<file path="src/verilog/pbo_regs.vh">
// Register map, field layout and datapath constants for the black offset and shift stage
`ifndef PBO_REGS_VH
`define PBO_REGS_VH

// ----------------------------------------
// Register byte offsets
// ----------------------------------------
`define PBO_ADDR_W        4
`define PBO_OFS_SELECT    4'h0
`define PBO_OFS_VALUE     4'h4
`define PBO_OFS_SHIFT     4'h8
`define PBO_OFS_FORMAT    4'hC

// ----------------------------------------
// Fields and limits
// ----------------------------------------
`define PBO_SEL_GLOBAL    2'h0
`define PBO_SEL_TAP1      2'h1
`define PBO_SEL_TAP2      2'h2
`define PBO_LEVEL_MAX     10'h258
`define PBO_SHIFT_MAX     3'h4
`define PBO_LEVEL_W       10
`define PBO_SAMPLE_W      12
`define PBO_COL_W         12
`define PBO_FMT_8BIT      1'b1
`define PBO_RST_LEVEL     10'h000
`define PBO_RST_SHIFT     3'h0
`define PBO_RST_SELECT    2'h0
`define PBO_RST_FORMAT    1'b0
`define PBO_HALF_COLUMN   12'h0140

`endif

</file>
<file path="src/verilog/pbo_pixel_black_offset_shift.v">
// Pixel black offset plus digital left shift stage with Avalon-MM registers
`timescale 1ns/1ps
`include "pbo_regs.vh"

module pbo_pixel_black_offset_shift #(
  parameter [`PBO_COL_W-1:0] HALF_COLUMN = `PBO_HALF_COLUMN
) (
  clk_sys,
  rst,
  avsAddress,
  avsRead,
  avsWrite,
  avsWriteData,
  avsByteEnable,
  avsReadData,
  avsWaitRequest,
  pixInValid,
  pixInData,
  pixInColumn,
  pixOutValid,
  pixOutData
);
  input  wire                    clk_sys;        // System clock, 40 MHz
  input  wire                    rst;            // Synchronous reset, active high
  input  wire [`PBO_ADDR_W-1:0]  avsAddress;     // Byte address
  input  wire                    avsRead;        // Read strobe
  input  wire                    avsWrite;       // Write strobe
  input  wire [31:0]             avsWriteData;   // Write data
  input  wire [3:0]              avsByteEnable;  // Byte lanes
  output reg  [31:0]             avsReadData;    // Read data
  output wire                    avsWaitRequest; // Stall until answer cycle
  input  wire                    pixInValid;     // Sample valid
  input  wire [`PBO_SAMPLE_W-1:0] pixInData;     // Raw ADC sample
  input  wire [`PBO_COL_W-1:0]   pixInColumn;    // Column of sample
  output reg                     pixOutValid;    // Result valid
  output reg  [`PBO_SAMPLE_W-1:0] pixOutData;    // Result pixel

  // ----------------------------------------
  // Configuration state
  // ----------------------------------------
  reg [1:0]              offset_target_select_reg; // Which level the value port reaches
  reg [`PBO_LEVEL_W-1:0] levelGlobal_reg;          // Global black level
  reg [`PBO_LEVEL_W-1:0] levelTap1_reg;            // Right half extra
  reg [`PBO_LEVEL_W-1:0] levelTap2_reg;            // Left half extra
  reg [2:0]              pixel_left_shift_amount_reg; // Shift 0..4
  reg                    format8_reg;              // High selects eight-bit format
  reg                    ack_reg;                  // Answer cycle marker

  // Access accepted on second cycle of a request
  wire accessReq = (avsRead | avsWrite) & ~ack_reg;
  assign avsWaitRequest = accessReq;
  wire doWrite = avsWrite & ack_reg & avsByteEnable[0];

  // Clip an offset write to the legal range
  function [`PBO_LEVEL_W-1:0] clipLevel;
    input [31:0] v;
    begin
      if (v > {22'h0, `PBO_LEVEL_MAX}) begin
        clipLevel = `PBO_LEVEL_MAX;
      end else begin
        clipLevel = v[`PBO_LEVEL_W-1:0];
      end
    end
  endfunction

  // ----------------------------------------
  // Register writes
  // ----------------------------------------
  // Selector chooses target of the shared value port
  always @(posedge clk_sys) begin
    if (rst) begin
      ack_reg                     <= 1'b0;
      offset_target_select_reg    <= `PBO_RST_SELECT;
      levelGlobal_reg             <= `PBO_RST_LEVEL;
      levelTap1_reg               <= `PBO_RST_LEVEL;
      levelTap2_reg               <= `PBO_RST_LEVEL;
      pixel_left_shift_amount_reg <= `PBO_RST_SHIFT;
      format8_reg                 <= `PBO_RST_FORMAT;
    end else begin
      ack_reg <= accessReq;
      if (doWrite) begin
        case (avsAddress)
          `PBO_OFS_SELECT: begin
            // Code 3 ignored; bits above 1..0 not decoded
            if (avsWriteData[1:0] != 2'h3) begin
              offset_target_select_reg <= avsWriteData[1:0];
            end
          end
          `PBO_OFS_VALUE: begin
            case (offset_target_select_reg)
              `PBO_SEL_GLOBAL: levelGlobal_reg <= clipLevel(avsWriteData);
              `PBO_SEL_TAP1:   levelTap1_reg   <= clipLevel(avsWriteData);
              `PBO_SEL_TAP2:   levelTap2_reg   <= clipLevel(avsWriteData);
              default:         levelGlobal_reg <= levelGlobal_reg;
            endcase
          end
          `PBO_OFS_SHIFT: begin
            // Out of range shift values ignored
            if (avsWriteData[2:0] <= `PBO_SHIFT_MAX && avsWriteData[31:3] == 29'h0) begin
              pixel_left_shift_amount_reg <= avsWriteData[2:0];
            end
          end
          `PBO_OFS_FORMAT: format8_reg <= avsWriteData[0];
          default: format8_reg <= format8_reg;
        endcase
      end
    end
  end

  // ----------------------------------------
  // Register reads
  // ----------------------------------------
  // Value port reads back the selected level; unmapped reads zero
  always @(posedge clk_sys) begin
    if (rst) begin
      avsReadData <= 32'h0000_0000;
    end else if (avsRead & accessReq) begin
      case (avsAddress)
        `PBO_OFS_SELECT: avsReadData <= {30'h0, offset_target_select_reg};
        `PBO_OFS_VALUE: begin
          case (offset_target_select_reg)
            `PBO_SEL_TAP1: avsReadData <= {22'h0, levelTap1_reg};
            `PBO_SEL_TAP2: avsReadData <= {22'h0, levelTap2_reg};
            default:       avsReadData <= {22'h0, levelGlobal_reg};
          endcase
        end
        `PBO_OFS_SHIFT:  avsReadData <= {29'h0, pixel_left_shift_amount_reg};
        `PBO_OFS_FORMAT: avsReadData <= {31'h0, format8_reg};
        default:         avsReadData <= 32'h0000_0000;
      endcase
    end
  end

  // ----------------------------------------
  // Black offset datapath
  // ----------------------------------------
  // Right half columns use tap one, left half tap two
  wire                    rightHalf = (pixInColumn >= HALF_COLUMN);
  wire [`PBO_LEVEL_W-1:0] tapLevel  = rightHalf ? levelTap1_reg : levelTap2_reg;
  // Eleven-bit sum covers 1023 and beyond without wrap
  wire [`PBO_LEVEL_W:0]   levelSum  = {1'b0, levelGlobal_reg} + {1'b0, tapLevel};
  // Four level units per count in the twelve-bit scale; eight-bit scale is the same
  // offset seen after dropping four bits, giving 64 units per eight-bit count
  wire [`PBO_SAMPLE_W-1:0] offsetCounts = {3'h0, levelSum[`PBO_LEVEL_W:2]};
  wire [`PBO_SAMPLE_W:0]  offsetSum = {1'b0, pixInData} + {1'b0, offsetCounts};
  // Saturate on overflow; never wraps
  wire [`PBO_SAMPLE_W-1:0] corrected = offsetSum[`PBO_SAMPLE_W] ? {`PBO_SAMPLE_W{1'b1}}
                                      : offsetSum[`PBO_SAMPLE_W-1:0];

  // ----------------------------------------
  // Digital shift with saturation
  // ----------------------------------------
  reg [`PBO_SAMPLE_W-1:0] shifted; // Shifted pixel
  reg                     lostTop; // A discarded top bit was set
  always @* begin
    case (pixel_left_shift_amount_reg)
      3'h1: begin
        shifted = {corrected[10:0], 1'b0};
        lostTop = corrected[11];
      end
      3'h2: begin
        shifted = {corrected[9:0], 2'b00};
        lostTop = |corrected[11:10];
      end
      3'h3: begin
        shifted = {corrected[8:0], 3'b000};
        lostTop = |corrected[11:9];
      end
      3'h4: begin
        shifted = {corrected[7:0], 4'h0};
        lostTop = |corrected[11:8];
      end
      default: begin
        shifted = corrected;
        lostTop = 1'b0;
      end
    endcase
  end

  // Output register; eight-bit format carries its value in bits 11..4
  always @(posedge clk_sys) begin
    if (rst) begin
      pixOutValid <= 1'b0;
      pixOutData  <= 12'h000;
    end else begin
      pixOutValid <= pixInValid;
      if (pixInValid) begin
        pixOutData <= lostTop ? {`PBO_SAMPLE_W{1'b1}} : shifted;
      end
    end
  end

endmodule

</file>
<file path="config.mk">
export PLATFORM = sky130hd
export DESIGN_NAME = pbo_pixel_black_offset_shift
export DESIGN_NICKNAME = d
export VERILOG_FILES = /design/src/verilog/pbo_pixel_black_offset_shift.v
export VERILOG_INCLUDE_DIRS = /design/src /design/src/verilog
export SDC_FILE = /design/constraint.sdc
export NUM_CORES = 1
export LEC_CHECK = 0
export ABC_AREA = 1
export BUFFER_PORTS_ARGS = -buffer_cell sky130_fd_sc_hd__buf_2
export CORE_UTILIZATION = 55
export CTS_BUF_LIST = sky130_fd_sc_hd__clkbuf_4
export CTS_CLUSTER_SIZE = 20
export DETAILED_ROUTE_END_ITERATION = 8
export PLACE_DENSITY = 0.82
export REMOVE_ABC_BUFFERS = 1
export SLEW_MARGIN = 20
export SYNTH_ARGS = -nofsm -noshare
export SYNTH_HDL_FRONTEND = slang
export SYNTH_SLANG_ARGS = --single-unit
</file>
<file path="constraint.sdc">
create_clock -name clk_sys -period 7.6 [get_ports clk_sys]
set_clock_uncertainty 0.2 [all_clocks]
set_input_delay 2.28 -clock clk_sys [delete_from_list [all_inputs] [get_ports clk_sys]]
set_output_delay 2.28 -clock clk_sys [all_outputs]
set_load 0.05 [all_outputs]
</file>
==> results.sh <==
export IMPL_cp_data_arrival_time_ps=6390
export IMPL_register_bank_with_the_most_flops="pixOutData"
export IMPL_cts_num_sinks=60
export IMPL_fill_cells=732
export IMPL_crit_reg2reg_launch="levelTap2_reg[2]"
export IMPL_cts_repair_resize_count=0
export IMPL_route_antenna_remaining_nets=0
export IMPL_rrSetupSlack_ps=3540
export IMPL_placedInstanceArea_um2=4760
export IMPL_postSynth_asyncResetShare=0
export IMPL_path_clk_slew_ps=100
export IMPL_syn_area_um2=4380
export IMPL_totalNegativeSetupSlack_ps=0
export IMPL_detailedPlacementHpwl_mm=8.46
export IMPL_post_detailed_route_drc_marker_count=0
export IMPL_max_reg_flops=12
export IMPL_die_width_um=91.3
export IMPL_cts_tree="built"
export IMPL_yosysWarningCount=0
export IMPL_global_route_usage_total=0.271
export IMPL_data_required_time_at_the_worst_endpoint_ps=7690
export IMPL_layout_cell_area_non_filler_um2=4900
export IMPL_timing_worst_setup_path_type="input pin to flip-flop"
export IMPL_rd_place_congestion=0.938
export IMPL_maxSlewViolCount=0
export IMPL_drt_pre_antenna_iters=5
export IMPL_hold_path_cell_count=2
export IMPL_synth_main_ff_cell="sky130_fd_sc_hd__dfxtp_1"
export IMPL_synth_ff_latch_count=60
export IMPL_worst_hold_path_endpoint="format8_reg"
export IMPL_residual_overflow_from_global_routing=0
export IMPL_finalSetupViolCount=0
export IMPL_flow_area_growth_from_synthesis_pct=11.8
export IMPL_core_area_um2=7730
export IMPL_max_clock_path_buffers=2
export IMPL_global_route_wire_length_before_repair_mm=18.4
export IMPL_vias_per_cell=5.59
export IMPL_clock_root_buffer="sky130_fd_sc_hd__clkbuf_4"
export IMPL_max_cap_viol_count=0
export IMPL_p_leak_uw=0.00239
export IMPL_final_seq_area_um2=1200
export IMPL_period_utilization=0.829
export IMPL_slowest_stage_cell_cp="sky130_fd_sc_hd__mux2_2"
export IMPL_yosysSeqAreaShare=0.274
export IMPL_clock_fmax_mhz=159
export IMPL_crit_path_start="pixInColumn[10]"
export IMPL_cpPeakStageDelay_ps=400
export IMPL_critical_path_top_cell_by_count="sky130_fd_sc_hd__nand2_1"
export IMPL_synth_enable_flop_cells=0
export IMPL_timing_max_slew_rel_slack=0.259
export IMPL_worstMarginPinSlew_ps=1110
export IMPL_multi_input_area_um2=2780
export IMPL_synthCells=646
export IMPL_rows=32
export IMPL_holdCritStartpoint="format8_reg"
export IMPL_min_delay_path_class="flip-flop to flip-flop"
export IMPL_ff2ff_path_depth=22
export IMPL_wirelength_mm=11.0
export IMPL_syn_avg_cell_area_um2=6.78
export IMPL_placement_io_buffers=83
export IMPL_design_final_nets=811
export IMPL_avgRoutedWirePerCell_um=13.4
export IMPL_vias=4614
export IMPL_outcome="finished clean"
export IMPL_critical_path_endpoint_type="flip-flop"
export IMPL_power_density_nw_per_um2=138
export IMPL_synth_lib_cells_used_distinct=41
export IMPL_number_of_antenna_violations_at_the_first_check_in_global_routing=0
export IMPL_antenna_diode_count=0
export IMPL_skew_pair_late_insertion_delay_ps=400
export IMPL_tritoncts_buffers=9
export IMPL_path_cells="buf_2 > nor3_1 > nand2_1 > mux2_2 > ha_1 > nand2_1 > nor2_1 > a211oi_1 > o21ai_2 > a21oi_1 > o21ai_1 > xor2_1 > ha_1 > nand2_1 > inv_1 > nand2_1 > nand2_1 > nand2_1 > nand3_1 > or2_2 > nand2_1 > nand4_1 > a21oi_1 > a21oi_1"
export IMPL_first_global_vias=4261
export IMPL_io_pin_count=115
export IMPL_unrepaired_setup_endpoints_after_global_routing="no"
export IMPL_initial_utilization=0.567
export IMPL_die_height_um=91.3
export IMPL_maximum_number_of_pins_on_one_net_before_global_route_repair=48
export IMPL_layout_drive_gt1_share=0.193
export IMPL_post_cts_buffers=0
export IMPL_report_final_hold_viol_count=0
export IMPL_initialDrtViolationCount=247
export IMPL_critPathMaxFanout=12
export IMPL_worst_ir_drop_vdd_mv=0.0808
export IMPL_dieArea_um2=8330
export IMPL_startpoint_type_of_the_worst_setup_path="input pin"
export IMPL_h_tree_depth=3
export IMPL_timing_final_crit_period_ps=6300
export IMPL_crit_reg2reg_capture="pixOutData[6]"
export IMPL_post_cts_hold_buffer_count=0
-- power breakdown --
group	internal, µW	switching [µW]	leakage [µW]
clock	108	109	0.0000748
combinational	33.0	99.9	0.00182
sequential	322	3.51	0.000488
-- layer usage --
layer  routed length [µm]  global-route usage
met5                    0                   0
met4                  350               0.123
met3                  642              0.0360
met2                 5480               0.494
met1                 4570               0.313
-- layout by cell type, fill, tap and decap left out, types with 2 or more instances in the layout --
master                      instances
sky130_fd_sc_hd__clkbuf_4          12
sky130_fd_sc_hd__conb_1            22
sky130_fd_sc_hd__nor3_4             2
sky130_fd_sc_hd__nand2_2            3
sky130_fd_sc_hd__ha_1              21
sky130_fd_sc_hd__nand3_4            2
sky130_fd_sc_hd__clkinv_1           2
sky130_fd_sc_hd__nor3_2             3
sky130_fd_sc_hd__xor2_1             5
sky130_fd_sc_hd__mux2_2             8
sky130_fd_sc_hd__nor2_2             4
sky130_fd_sc_hd__nand2_1          136
sky130_fd_sc_hd__a21oi_1           72
sky130_fd_sc_hd__o21ai_1            4
sky130_fd_sc_hd__o21ai_0           62
sky130_fd_sc_hd__a211oi_1           5
sky130_fd_sc_hd__inv_2              5
sky130_fd_sc_hd__nor3_1             4
sky130_fd_sc_hd__o21ai_2            2
sky130_fd_sc_hd__nand3_2            4
sky130_fd_sc_hd__or2_2              5
sky130_fd_sc_hd__a221o_1            7
sky130_fd_sc_hd__nor2_1            50
sky130_fd_sc_hd__nor4_1             7
sky130_fd_sc_hd__inv_1             58
sky130_fd_sc_hd__nand4_1           22
sky130_fd_sc_hd__o2111ai_1          2
sky130_fd_sc_hd__o211ai_1           8
sky130_fd_sc_hd__xnor2_1            4
sky130_fd_sc_hd__nand3_1           29
sky130_fd_sc_hd__dfxtp_1           60
sky130_fd_sc_hd__buf_2             83
-- how the worst max path moves through the flow --
stage,end
final,pixOutData[6]
after global routing,pixOutData[6]
after CTS,pixOutData[6]
after detailed placement,pixOutData[6]
after global placement,pixOutData[6]
after floorplan,pixOutData[0]
-- cell families (layout without fill, tap and decap cells) --
family / count (synthesis) / in the layout / share of synthesized area
and+or+nand+nor: 275 / 275 / 0.299
AOI/OAI and AO/OA: 165 / 165 / 0.212
buffers and inverters: 106 / 163 / 0.112
DFF: 60 / 60 / 0.274
adders and majority gates: 22 / 22 / 0.0645
xor gates and xnor gates: 9 / 9 / 0.0180
muxes: 8 / 8 / 0.0206
other: 1 / 22 / 0.000856
-- area by class of cell --
| cell class | instances | share of cell area |
|---|---|---|
| Tap cell | 102 | 0.0260 |
| Multi-Input combinational cell | 501 | 0.567 |
| Sequential cell | 60 | 0.245 |
| Timing Repair Buffer | 84 | 0.0863 |
| Inverter | 64 | 0.0490 |
| Clock inverter | 3 | 0.00792 |
| Clock buffer | 12 | 0.0184 |
-- synthesized netlist by cell type, types with 4 or more instances --
master / n / area (µm²)
sky130_fd_sc_hd__nand2_1: 136 / 510
sky130_fd_sc_hd__a21oi_1: 72 / 360
sky130_fd_sc_hd__o21ai_0: 62 / 310
sky130_fd_sc_hd__dfxtp_1: 60 / 1200
sky130_fd_sc_hd__inv_1: 59 / 221
sky130_fd_sc_hd__nor2_1: 53 / 199
sky130_fd_sc_hd__nand3_1: 29 / 145
sky130_fd_sc_hd__buf_4: 22 / 165
sky130_fd_sc_hd__nand4_1: 22 / 138
sky130_fd_sc_hd__ha_1: 21 / 263
sky130_fd_sc_hd__clkbuf_1: 13 / 48.8
sky130_fd_sc_hd__mux2_2: 8 / 90.1
sky130_fd_sc_hd__o211ai_1: 8 / 60.1
sky130_fd_sc_hd__a221o_1: 7 / 70.1
sky130_fd_sc_hd__buf_2: 7 / 35.0
sky130_fd_sc_hd__nor4_1: 7 / 43.8
sky130_fd_sc_hd__a211oi_1: 5 / 37.5
sky130_fd_sc_hd__or2_2: 5 / 31.3
sky130_fd_sc_hd__xor2_1: 5 / 43.8
sky130_fd_sc_hd__inv_2: 4 / 15.0
sky130_fd_sc_hd__nand3_2: 4 / 40.0
sky130_fd_sc_hd__nor3_1: 4 / 20.0
sky130_fd_sc_hd__o21ai_1: 4 / 20.0
sky130_fd_sc_hd__xnor2_1: 4 / 35.0
-- worst max-delay path, delay by kind of cell --
kind	cells	cell delay, ps
AND/OR/NAND/NOR	12	1660
AO/OA/AOI/OAI	6	1020
adder cells (fa/ha/maj)	2	680
multiplexers	1	400
XOR/XNOR	1	160
buffers and inverters	2	150
-- metrics by stage --
step,utilization,hold slack [ps],total power (µW),setup WS [ps],cells
final,0.634,261,676,1300,826
after global placement,0.616,244,462,1090,811
after detailed placement,0.616,252,465,948,811
after floorplan,-,231,424,1620,625
after global routing,0.634,292,707,939,826
after CTS,0.633,266,679,1350,826
(Power assumes the default switching activity.)
